--- config.mk ---
export PLATFORM = sky130hd
export DESIGN_NAME = uart_tx_core
export DESIGN_NICKNAME = d
export VERILOG_FILES = /design/src/rtl/uart_tx_pkg.sv /design/src/rtl/uart_tx_core.sv
export VERILOG_INCLUDE_DIRS = /design/src /design/src/rtl
export SDC_FILE = /design/constraint.sdc
export NUM_CORES = 1
export LEC_CHECK = 0
export ABC_AREA = 0
export BUFFER_PORTS_ARGS = -buffer_cell sky130_fd_sc_hd__buf_2
export CAP_MARGIN = 30
export CORE_ASPECT_RATIO = 0.6
export CORE_UTILIZATION = 40
export CTS_CLUSTER_SIZE = 14
export DETAILED_ROUTE_END_ITERATION = 10
export GPL_TIMING_DRIVEN = 0
export PLACE_DENSITY_LB_ADDON = 0.1
export SLEW_MARGIN = 20
export SYNTH_ARGS = -nofsm -noshare
export SYNTH_HDL_FRONTEND = slang
export SYNTH_HIERARCHICAL = 1
export SYNTH_SLANG_ARGS = --single-unit
export TNS_END_PERCENT = 50
--- constraint.sdc ---
create_clock -name clk_in -period 7.49 [get_ports clk_in]
set_clock_uncertainty 0.15 [all_clocks]
set_input_delay 0.749 -clock clk_in [delete_from_list [all_inputs] [get_ports clk_in]]
set_output_delay 0.749 -clock clk_in [all_outputs]
set_load 0.02 [all_outputs]
--- src/rtl/uart_tx_params.svh ---
`ifndef UART_TX_PARAMS_SVH
`define UART_TX_PARAMS_SVH

`define DIV_LOW_RESET      8'h01
`define DIV_HIGH_RESET     8'h00
`define DIV_FRACTION_RESET 8'h00
`define STATUS_FIFO_EMPTY  5
`define STATUS_SHIFT_EMPTY 6
`define LINE_STATUS_RESET  8'h60
`define FRACTION_STEP      20'h0_0010
`define PRESCALE_LAST      2'h3
`define TICKS_16X          5'h10
`define TICKS_8X           5'h08
`define TICKS_4X           5'h04
`define FIRST_LAST_BIT     3'h4

`endif

--- src/rtl/uart_tx_pkg.sv ---
package uart_tx_pkg;

  typedef enum logic [1:0] {
    MODE_16X  = 2'b00,
    MODE_8X   = 2'b01,
    MODE_4X   = 2'b10,
    MODE_RSVD = 2'b11
  } sample_mode_t;

  typedef enum logic [2:0] {
    ST_IDLE   = 3'b000,
    ST_START  = 3'b001,
    ST_DATA   = 3'b010,
    ST_PARITY = 3'b011,
    ST_STOP   = 3'b100
  } tx_state_t;

  typedef struct packed {
    logic [1:0] data_bits;
    logic       parity_en;
    logic       parity_even;
    logic       two_stop;
  } frame_cfg_t;

  typedef struct packed {
    logic [7:0] high;
    logic [7:0] low;
    logic [7:0] fraction;
  } divisor_t;

endpackage

--- src/rtl/uart_tx_core.sv ---
`timescale 1ns/1ps
`include "uart_tx_params.svh"

module tx_byte_fifo #(
  parameter int WIDTH = 8,
  parameter int DEPTH = 64
) (
  input  wire logic                       clk_in,
  input  wire logic                       rst_b_in,
  input  wire logic                       fill_valid_in,
  input  wire logic [WIDTH-1:0]           fill_data_in,
  output logic                            fill_ready_out,
  output logic                            drain_valid_out,
  output logic [WIDTH-1:0]                drain_data_out,
  input  wire logic                       drain_ready_in,
  output logic [$clog2(DEPTH+1)-1:0]      level_out
);
  localparam int AW = $clog2(DEPTH);
  localparam int CW = $clog2(DEPTH+1);
  logic [WIDTH-1:0] mem [DEPTH];
  logic [AW-1:0]    wr_ptr;
  logic [AW-1:0]    rd_ptr;
  logic [CW-1:0]    count;
  logic [AW-1:0]    next_wr_ptr;
  logic [AW-1:0]    next_rd_ptr;
  logic [CW-1:0]    next_count;
  logic             push;
  logic             pop;

  always_comb
  begin
    fill_ready_out  = (count != CW'(DEPTH));
    drain_valid_out = (count != '0);
    drain_data_out  = mem[rd_ptr];
    level_out       = count;
    push            = fill_valid_in && fill_ready_out;
    pop             = drain_ready_in && drain_valid_out;
    next_wr_ptr     = push ? ((wr_ptr == AW'(DEPTH-1)) ? '0 : wr_ptr + 1'b1) : wr_ptr;
    next_rd_ptr     = pop ? ((rd_ptr == AW'(DEPTH-1)) ? '0 : rd_ptr + 1'b1) : rd_ptr;
    next_count      = count + CW'(push) - CW'(pop);
  end

  always_ff @(posedge clk_in or negedge rst_b_in)
  begin
    if (!rst_b_in)
    begin
      wr_ptr <= '0;
      rd_ptr <= '0;
      count  <= '0;
    end
    else
    begin
      wr_ptr <= next_wr_ptr;
      rd_ptr <= next_rd_ptr;
      count  <= next_count;
    end
  end

  // The array has no reset so that it can map onto plain memory.
  always_ff @(posedge clk_in)
  begin
    if (push)
      mem[wr_ptr] <= fill_data_in;
  end

  write_advance_a: assert property (@(posedge clk_in) disable iff (!rst_b_in)
    push && !pop |=> count == $past(count) + 1'b1)
    else $error("accepted write did not advance fifo level");
endmodule

module uart_tx_core #(
  parameter int FIFO_DEPTH = 64
) (
  input  wire logic                   clk_in,
  input  wire logic                   rst_b_in,
  input  wire logic                   cfg_load_in,
  input  wire uart_tx_pkg::divisor_t  divisor_in,
  input  wire logic                   prescale_sel_in,
  input  wire uart_tx_pkg::frame_cfg_t frame_cfg_in,
  input  wire logic                   fifo_enable_in,
  input  wire logic                   wr_en_in,
  input  wire logic [7:0]             wr_data_in,
  output logic                        wr_ready_out,
  output logic                        tx_out,
  output logic [7:0]                  line_status_out
);
  localparam int LW = $clog2(FIFO_DEPTH+1);

  uart_tx_pkg::divisor_t   div;
  uart_tx_pkg::frame_cfg_t frame;
  logic                    prescale_on;
  logic [1:0]              presc_cnt;
  logic [19:0]             acc;
  uart_tx_pkg::divisor_t   next_div;
  uart_tx_pkg::frame_cfg_t next_frame;
  logic                    next_prescale_on;
  logic [1:0]              next_presc_cnt;
  logic [19:0]             next_acc;
  logic                    presc_tick;
  logic                    sample_tick;
  logic [19:0]             div_total;
  logic [19:0]             acc_sum;
  logic [4:0]              bit_len;

  // Generator: fractional divide by accumulating sixteenths per prescaled tick.
  always_comb
  begin
    next_div         = cfg_load_in ? divisor_in : div;
    next_frame       = cfg_load_in ? frame_cfg_in : frame;
    next_prescale_on = cfg_load_in ? prescale_sel_in : prescale_on;
    presc_tick       = !prescale_on || (presc_cnt == `PRESCALE_LAST);
    next_presc_cnt   = prescale_on ? presc_cnt + 1'b1 : 2'h0;
    div_total        = {div.high, div.low, div.fraction[3:0]};
    // A zero integer part would tick on every prescaled tick, so it runs as an integer part of one.
    if ({div.high, div.low} == 16'h0000)
      div_total = {16'h0001, div.fraction[3:0]};
    acc_sum     = acc + `FRACTION_STEP;
    sample_tick = presc_tick && (acc_sum >= div_total);
    next_acc    = acc;
    if (presc_tick)
      next_acc = sample_tick ? acc_sum - div_total : acc_sum;
    if (cfg_load_in)
      next_acc = 20'h0_0000;
    unique case (uart_tx_pkg::sample_mode_t'(div.fraction[5:4]))
      uart_tx_pkg::MODE_8X:   bit_len = `TICKS_8X;
      uart_tx_pkg::MODE_4X:   bit_len = `TICKS_4X;
      uart_tx_pkg::MODE_16X,
      uart_tx_pkg::MODE_RSVD: bit_len = `TICKS_16X;
    endcase
  end

  always_ff @(posedge clk_in or negedge rst_b_in)
  begin
    if (!rst_b_in)
    begin
      div         <= '{`DIV_HIGH_RESET, `DIV_LOW_RESET, `DIV_FRACTION_RESET};
      frame       <= '0;
      prescale_on <= 1'b0;
      presc_cnt   <= 2'h0;
      acc         <= 20'h0_0000;
    end
    else
    begin
      div         <= next_div;
      frame       <= next_frame;
      prescale_on <= next_prescale_on;
      presc_cnt   <= next_presc_cnt;
      acc         <= next_acc;
    end
  end

  logic            fifo_valid;
  logic [7:0]      fifo_data;
  logic [LW-1:0]   fifo_level;
  logic            push;
  logic            pop;
  logic [LW-1:0]   next_level;
  logic            next_wr_ready;

  // Without FIFO enable the buffer behaves as a single holding byte.
  always_comb
  begin
    push          = wr_en_in && wr_ready_out;
    next_level    = fifo_level + LW'(push) - LW'(pop);
    next_wr_ready = fifo_enable_in ? (next_level != LW'(FIFO_DEPTH)) : (next_level == '0);
  end

  tx_byte_fifo #(.WIDTH(8), .DEPTH(FIFO_DEPTH)) u_fifo (
    .clk_in          (clk_in),
    .rst_b_in        (rst_b_in),
    .fill_valid_in   (push),
    .fill_data_in    (wr_data_in),
    .fill_ready_out  (),
    .drain_valid_out (fifo_valid),
    .drain_data_out  (fifo_data),
    .drain_ready_in  (pop),
    .level_out       (fifo_level)
  );

  uart_tx_pkg::tx_state_t state;
  uart_tx_pkg::tx_state_t next_state;
  logic [3:0]             tick_cnt;
  logic [2:0]             bit_idx;
  logic [7:0]             shreg;
  logic                   par;
  logic [3:0]             next_tick_cnt;
  logic [2:0]             next_bit_idx;
  logic [7:0]             next_shreg;
  logic                   next_par;
  logic                   next_tx;
  logic [7:0]             next_status;
  logic                   bit_end;
  logic [7:0]             data_mask;

  always_comb
  begin
    next_state    = state;
    next_bit_idx  = bit_idx;
    next_shreg    = shreg;
    next_par      = par;
    pop           = 1'b0;
    bit_end       = sample_tick && (tick_cnt == 4'(bit_len - 5'h01));
    data_mask     = 8'hFF >> (2'h3 - frame.data_bits);
    next_tick_cnt = sample_tick ? (bit_end ? 4'h0 : tick_cnt + 1'b1) : tick_cnt;
    unique case (state)
      // A frame starts on a sample tick so that the start bit lasts a full bit time.
      uart_tx_pkg::ST_IDLE:
        if (fifo_valid && sample_tick)
        begin
          pop           = 1'b1;
          next_shreg    = fifo_data;
          next_par      = ^(fifo_data & data_mask) ^ !frame.parity_even;
          next_state    = uart_tx_pkg::ST_START;
          next_tick_cnt = 4'h0;
        end
      uart_tx_pkg::ST_START:
        if (bit_end)
        begin
          next_state   = uart_tx_pkg::ST_DATA;
          next_bit_idx = 3'h0;
        end
      uart_tx_pkg::ST_DATA:
        if (bit_end)
        begin
          next_shreg   = shreg >> 1;
          next_bit_idx = bit_idx + 1'b1;
          if (bit_idx == `FIRST_LAST_BIT + {1'b0, frame.data_bits})
          begin
            next_state   = frame.parity_en ? uart_tx_pkg::ST_PARITY : uart_tx_pkg::ST_STOP;
            next_bit_idx = 3'h0;
          end
        end
      uart_tx_pkg::ST_PARITY:
        if (bit_end)
          next_state = uart_tx_pkg::ST_STOP;
      uart_tx_pkg::ST_STOP:
        if (bit_end)
        begin
          if (frame.two_stop && bit_idx == 3'h0)
            next_bit_idx = 3'h1;
          else
            next_state = uart_tx_pkg::ST_IDLE;
        end
      default:
        next_state = uart_tx_pkg::ST_IDLE;
    endcase
    unique case (next_state)
      uart_tx_pkg::ST_START:  next_tx = 1'b0;
      uart_tx_pkg::ST_DATA:   next_tx = next_shreg[0];
      uart_tx_pkg::ST_PARITY: next_tx = par;
      default:                next_tx = 1'b1;
    endcase
    next_status                      = 8'h00;
    next_status[`STATUS_FIFO_EMPTY]  = (next_level == '0);
    next_status[`STATUS_SHIFT_EMPTY] = (next_level == '0) && (next_state == uart_tx_pkg::ST_IDLE);
  end

  always_ff @(posedge clk_in or negedge rst_b_in)
  begin
    if (!rst_b_in)
    begin
      state           <= uart_tx_pkg::ST_IDLE;
      tick_cnt        <= 4'h0;
      bit_idx         <= 3'h0;
      shreg           <= 8'h00;
      par             <= 1'b0;
      tx_out          <= 1'b1;
      wr_ready_out    <= 1'b1;
      line_status_out <= `LINE_STATUS_RESET;
    end
    else
    begin
      state           <= next_state;
      tick_cnt        <= next_tick_cnt;
      bit_idx         <= next_bit_idx;
      shreg           <= next_shreg;
      par             <= next_par;
      tx_out          <= next_tx;
      wr_ready_out    <= next_wr_ready;
      line_status_out <= next_status;
    end
  end

  logic [7:0] byte_taken;
  always_ff @(posedge clk_in or negedge rst_b_in)
  begin
    if (!rst_b_in)
      byte_taken <= 8'h00;
    else if (pop)
      byte_taken <= fifo_data;
  end

  idle_line_high_a: assert property (@(posedge clk_in) disable iff (!rst_b_in)
    state == uart_tx_pkg::ST_IDLE |-> tx_out)
    else $error("line not idle high");
  start_bit_low_a: assert property (@(posedge clk_in) disable iff (!rst_b_in)
    $rose(state == uart_tx_pkg::ST_START) |-> !tx_out ##1 !tx_out)
    else $error("start bit not low");
  lsb_first_a: assert property (@(posedge clk_in) disable iff (!rst_b_in)
    $rose(state == uart_tx_pkg::ST_DATA) |-> tx_out == byte_taken[0])
    else $error("first data bit is not bit zero");
  load_after_stop_a: assert property (@(posedge clk_in) disable iff (!rst_b_in)
    state == uart_tx_pkg::ST_STOP && !(bit_end && (!frame.two_stop || bit_idx == 3'h1))
    |=> state == uart_tx_pkg::ST_STOP && !pop)
    else $error("byte loaded mid frame");
  bit_length_a: assert property (@(posedge clk_in) disable iff (!rst_b_in)
    state != uart_tx_pkg::ST_IDLE && !bit_end
    |=> $stable(state) && $stable(tx_out) && tick_cnt == $past(tick_cnt) + 4'($past(sample_tick)))
    else $error("bit time wrong length");
  fifo_empty_flag_a: assert property (@(posedge clk_in) disable iff (!rst_b_in)
    line_status_out[`STATUS_FIFO_EMPTY] == (fifo_level == '0))
    else $error("fifo empty flag disagrees with level");
  shift_empty_flag_a: assert property (@(posedge clk_in) disable iff (!rst_b_in)
    line_status_out[`STATUS_SHIFT_EMPTY] |-> state == uart_tx_pkg::ST_IDLE && !fifo_valid)
    else $error("shift empty flag set while busy");
  prescale_gap_a: assert property (@(posedge clk_in) disable iff (!rst_b_in)
    prescale_on && presc_tick |=> (!presc_tick || !prescale_on) [*3])
    else $error("prescaler not dividing by four");
  acc_range_a: assert property (@(posedge clk_in) disable iff (!rst_b_in)
    acc < div_total || $past(cfg_load_in))
    else $error("fraction accumulator out of range");

  frame_done_c: cover property (@(posedge clk_in) disable iff (!rst_b_in)
    state == uart_tx_pkg::ST_STOP ##1 state == uart_tx_pkg::ST_IDLE);
  parity_sent_c: cover property (@(posedge clk_in) disable iff (!rst_b_in)
    state == uart_tx_pkg::ST_PARITY);
  fifo_full_c: cover property (@(posedge clk_in) disable iff (!rst_b_in)
    fifo_level == LW'(FIFO_DEPTH));
  mode_4x_c: cover property (@(posedge clk_in) disable iff (!rst_b_in)
    bit_end && bit_len == `TICKS_4X);
endmodule

# Word-level counts from Yosys, hierarchy flattened
# Memory sizes are Yosys's and may differ from the RTL's.
# Cells that the tools add are included.
# W data, S select, Z words.
[word_totals]
out_inout_bits = 10
in_bits = 43
ramBits = 512
n_memories = 1
ff_bits = 92
[op_classes]
bitwise = 2
shifts = 1
n_eq_ne = 22
magnitude_cmp = 1
muxes = 36
n_reduce_logical = 26
add_sub_neg = 14
[memory_table]
columns = ["memory", "words", "width", "rd", "rd_clocked_by_memory_dff", "write_ports", "line_no", "source"]
rows = [
  ["u_fifo.mem", 64, 8, 1, 0, 1, "uart_tx_core.sv:20", "logic [WIDTH-1:0] mem [DEPTH];"],
]
[ops]
columns = ["operator", "count"]
rows = [
  ["$mux W20", 4],
  ["$mux W3", 13],
  ["$add A20 B5 Y20 const B", 1],
  ["$ge A20 B20 Y1", 1],
  ["$sub A20 B20 Y20", 1],
  ["$logic_not A16 Y1", 1],
  ["$mux W4", 4],
  ["$mux W8", 2],
  ["$pmux W8 S2", 1],
  ["$pmux W3 S5", 1],
  ["$add A7 B1 Y7", 2],
  ["$ne A7 B7 Y1 const B", 2],
  ["$sub A7 B1 Y7", 2],
  ["$add A6 B1 Y6 const B", 2],
  ["$eq A3 B2 Y1 const B", 4],
  ["$eq A6 B6 Y1 const B", 2],
  ["$mux W6", 2],
  ["$pmux W4 S3", 1],
  ["$ne A2 B2 Y1 const B", 5],
  ["$logic_not A3 Y1", 3],
  ["$pmux W3 S3", 1],
  ["$and A8 B8 Y8", 1],
  ["$logic_and A1 B1 Y1", 8],
  ["$reduce_xor A8 Y1", 1],
  ["28 further kinds", 37],
]

# Logic depth before layout (Yosys ltp)
[logic_depth]
word_depth = 10
ltp_mapped = 28
depth_no_buf = 24

# Cells and area by module
# Netlist, hierarchy kept.
[by_module_without_submodules]
columns = ["module", "cells_per_inst", "area_per_inst_um2", "n_inst", "seq_area_each_um2"]
rows = [
  ["tx_byte_fifo", 1069, 21012.7, 1, 15850.2],
  ["uart_tx_core", 554, 4848.4, 1, 1833.0],
]

# Least setup slack after synthesis
# OpenSTA, ideal clock, no wires.
[synth_timing]
path_type = "reg2reg"
from = "reg acc[4]"
to = "reg u_fifo.count[6], in the netlist u_fifo/level_out[6]"
period_less_slack_ns = 5.468
t_arrival_ns = 5.193
stages_incl_launch_ff = 29
setup_time_ns = 0.125
setup_slack_ns = 2.022
path_buffers = 4
path_cell_list = "dfrtp_1 -> ha_1 -> nand2_1 -> or3_1 -> clkbuf_1 -> nor2_1 -> xnor2_1 -> ha_1 -> nand4_1 -> o21ai_0 -> nor3_1 -> o211a_1 -> nor3_1 -> and3_1 -> clkbuf_1 -> buf_2 -> and2_1 -> clkbuf_1 -> ha_1 -> inv_1 -> ha_1 -> inv_1 -> fa_1 -> nand2b_1 -> a21oi_1 -> o21ai_0 -> a21oi_1 -> nor2_1 -> xnor2_1"
[synth_via]
elab_chain_len = 8
[synth_rtl]
columns = ["item", "line_no", "source"]
rows = [
  ["start, declared", "uart_tx_core.sv:93", "logic [19:0] acc;"],
  ["start signal, assigned", "uart_tx_core.sv:148", "acc <= next_acc;"],
  ["$add A20 B5 Y20 (no line)", "--", ""],
  ["$ge A20 B20 Y1", "uart_tx_core.sv:118", "sample_tick = presc_tick && (acc_sum >= div_total);"],
  ["$logic_and A1 B1 Y1", "uart_tx_core.sv:118", ""],
  ["$logic_and A1 B1 Y1", "uart_tx_core.sv:208", "if (fifo_valid && sample_tick)"],
  ["$mux W1", "uart_tx_core.sv:208", ""],
  ["$mux W1", "uart_tx_core.sv:205", "unique case (state)"],
  ["via pop", "uart_tx_core.sv:156", "logic pop;"],
  ["$logic_and A1 B1 Y1", "uart_tx_core.sv:37", "pop = drain_ready_in && drain_valid_out;"],
  ["via u_fifo.pop", "uart_tx_core.sv:28", "logic pop;"],
  ["$sub A7 B1 Y7", "uart_tx_core.sv:40", "next_count = count + CW'(push) - CW'(pop);"],
  ["via u_fifo.next_count[6]", "uart_tx_core.sv:26", "logic [CW-1:0] next_count;"],
  ["end signal, assigned", "uart_tx_core.sv:55", "count <= next_count;"],
  ["end, declared", "uart_tx_core.sv:23", "logic [CW-1:0] count;"],
]
# The timed path passes the listed nets, and every way through them passes these cells.
# A chain may end at the register's enable or synchronous reset.

# Worst setup path in the final report
[layout_timing]
from = "reg acc[4]"
to = "reg u_fifo.count[6], in the netlist u_fifo/level_out[6]"
[layout_via]
elab_chain_len = 8
[layout_rtl]
columns = ["item", "line_no"]
rows = [
  ["$add A20 B5 Y20 (no line)", "--"],
  ["$ge A20 B20 Y1", "uart_tx_core.sv:118"],
  ["$logic_and A1 B1 Y1", "uart_tx_core.sv:118"],
  ["$logic_and A1 B1 Y1", "uart_tx_core.sv:208"],
  ["$mux W1", "uart_tx_core.sv:208"],
  ["$mux W1", "uart_tx_core.sv:205"],
  ["via pop", "uart_tx_core.sv:156"],
  ["$logic_and A1 B1 Y1", "uart_tx_core.sv:37"],
  ["$sub A7 B1 Y7", "uart_tx_core.sv:40"],
  ["via u_fifo.next_count[6]", "uart_tx_core.sv:26"],
]
# The timed path passes the listed nets, and every way through them passes these cells.

==> impl_results.md <==
- Tightest Pin Transition: 1.02 ns
- Top FF cell, synth: edfxtp_1
- Post-synth top area cell: edfxtp_1
- Routed wire per std cell: 26.8 um
- Die Width: 330 um
- Worst setup EP type: flip-flop
- Hold path start: divisor_in[15]
- Skew-Pair Late Insertion Delay: 0.62 ns
- Ratio of cells with drive above 1 in the final layout: 17.5%
- Flop2flop setup slack: 0.58 ns
- Post-CTS Setup Repair Bufs: 0
- CP Launch Type: flip-flop
- Synth Warn #: 6
- Most numerous cell in the Yosys netlist: edfxtp_1
- Initial Utilization: 40.9%
- CTS root buf: clkbuf_16
- Final period util: 92.2%
- Asr flop ratio synth: 15.2%
- Design area: 29100 um2
- Vias in the first global route: 14300
- Clock transition at path regs: 0.06 ns
- Combinational share of power: 13.5%
- Hold endpoint: div[15]
- Antenna-violating nets left: 0
- Final Hold Fails: 0
- Setup_tns: 0 ns
- DRC violation count after routing: 0
- Number of synthesized flops with an enable pin: 512
- Core ar.: 63300 um2
- Flop pwr share: 49.3%
- Grt ovf: 0
- Synth Instances: 1623
- Placed cell areas: 27200 um2
- Slew headroom: 31.3%
- Pins Over Slew Limit: 0
- Total CTS buffers: 56
- Overall routing resource usage: 21.6%
- Crit path launch: acc[4]
- Reg-to-Reg Start: acc[4]
- Cell variety after synth: 67
- Sw frac: 25.4%
- Crit-path max FO: 11
- Post-synth top cells: 512 x edfxtp_1, 121 x nor2_1, 105 x mux4_2
- Largest net degree at the start of global routing: 70
- Maximum VDD drop: 0.177 mV
- Max Cap Viol: 0
- I/O Buffers: 44
- RePlAce Congestion: 0.862
- CTS HTree Levels: 2
- Synthesized area per cell: 15.9 um2
- Initial DRC count: 1642
- FF-to-FF path depth: 27
- HPWL Detailed: 48100 um
- Area contributors post-synth: edfxtp_1 59%, mux4_2 9.1%, dfrtp_1 8.4%, ha_1 2.1%, mux2i_1 1.9%
- Net Switching: 1.98 mW
- First drt pass iteration count: 5
- Die extent in y: 199 um
- Via count: 15100
- CP Class: reg2reg
- HP Class: in2reg
- Mapped Area: 25900 um2
- Die ar.: 65700 um2
- Final Setup Violations: 0
- Internal power: 5.81 mW
- Clock Path Buffers: 3
- Min Tclk post-route: 6.91 ns
- Max Fclk: 145 MHz
- P_leak: 9.68 nW
- Yosys top cell area share: 59.5%
- Data arrival time of the worst path: 7.24 ns
- Clock sinks: 604
- Initial antenna violation count: 1
- IO Count: 53
- Sequential share of the synthesized area: 68.4%
- Site row count: 71
- Status: finished clean
- First-pass GRT wire length: 101000 um
- Post-synthesis register bit count: 604
- Total Nets Final: 1824
- Clock power share: 37.2%
- Layout area overhead: 12.4%
- RSZ-0062 raised after global routing: false
- Power density over the cells: 268 nW/um2
- Post-DR vias/cell: 5.75
- Critical R2R Capture: u_fifo/level_out[6]
- CTS tree: done
- Final wirelength: 70000 um
- CP required: 7.82 ns
- Worst hold stages: 3
[per-layer routing]
layer  GRT usage, %  share of wire [%]
met5              0                  0
met4           3.87                1.4
met3           7.45                 11
met2           25.8                 37
met1           36.3                 51
[per-stage QoR]
step	utilization (%)	hold slack (ns)	total power [mW]	cells	setup WS, ns
after floorplan	-	0.259	4.60	1628	2.02
after global placement	42.9	0.272	4.93	2511	0.265
after detailed placement	43.0	0.276	4.95	2512	0.193
after CTS	45.9	0.190	7.85	2615	0.150
after global routing	45.9	0.206	8.09	2617	0.0139
final	45.9	0.213	7.79	2618	0.583
[power groups by stage]
stage | clock network (mW) | registers [mW] | logic (mW)
CTS | 2.96 | 3.84 | 1.05
global route | 3.09 | 3.85 | 1.15
finish | 2.90 | 3.84 | 1.05
global placement | 0 | 3.91 | 1.02
detailed placement | 0 | 3.91 | 1.04
floorplan | 0 | 3.89 | 0.702
[flip-flops by register name, indices dropped and copies added (netlist names)]
register,count
acc,20
bit_idx,3
div,22
frame,5
line_status_out,2
par,1
presc_cnt,2
prescale_on,1
shreg,8
state,3
tick_cnt,4
tx_out,1
u_fifo/level_out,7
u_fifo/mem,512
u_fifo/rd_ptr,6
u_fifo/wr_ptr,6
wr_ready_out,1
[cell usage in the layout (no fill, tap or decap), drive strengths merged, types with 17 or more instances in the layout]
master	n
ha	44
buf	99
xnor2	42
nand3	29
o21ai	77
mux2i	49
mux4	105
mux2	23
nor2	121
dfrtp	87
xor2	17
edfxtp	512
nand2	94
clkinv	19
a22oi	19
inv	57
a21oi	42
clkbuf	105
[cells by family (layout without fill, tap and decap cells)]
group / after synthesis / count (layout) / share of synthesized area, %
buffers and inverters: 141 / 291 / 2.71
DFF: 604 / 604 / 68.4
adders and majority gates: 47 / 47 / 2.36
xor gates and xnor gates: 59 / 59 / 2.00
AOI/OAI and AO/OA: 251 / 251 / 6.40
and+or+nand+nor: 343 / 343 / 6.09
muxes: 177 / 177 / 12.0
other: 1 / 7 / 0.0145
[worst max-delay path: stages (launching register included)]
cell       delay, ns
dfrtp_1         0.42
ha_1            0.28
nand2_1         0.14
or3_1           0.40
clkbuf_1        0.19
nor2_1          0.16
xor2_1          0.24
ha_1            0.24
a21oi_1         0.09
o21ai_0         0.45
nor2_1          0.11
o2bb2ai_1       0.30
nor3_2          0.50
and3_1          0.23
clkbuf_1        0.24
buf_2           0.33
and2_1          0.49
ha_1            0.32
inv_1           0.06
ha_1            0.19
inv_1           0.07
fa_1            0.40
nand2b_1        0.16
a21oi_1         0.19
o21ai_0         0.10
a21oi_1         0.15
nor2_1          0.07
xnor2_1         0.12
[layout make-up]
class	count	area [um2]
Antenna cell	1	2.50
Buffer	84	488
Clock buffer	72	1480
Clock inverter	30	338
Fill cell	5531	34200
Inverter	56	210
Multi-Input combinational cell	883	7500
Sequential cell	604	17700
Tap cell	839	1050
Timing Repair Buffer	49	304
[how the worst max path moves through the flow]
stage | end | depth (start not counted)
after floorplan | u_fifo/level_out[6] | 28
after global placement | u_fifo/level_out[6] | 26
after detailed placement | u_fifo/level_out[6] | 26
after CTS | u_fifo/level_out[6] | 26
after global routing | u_fifo/level_out[6] | 27
final | u_fifo/level_out[6] | 27
[timing repair]
item                                    in CTS  in global routing
endpoints found under the hold margin       19                  0
hold buffers                                 1                  0
gates resized for setup                      0                  1
endpoints found under the setup margin       0                  3
(Power assumes the default switching activity.)
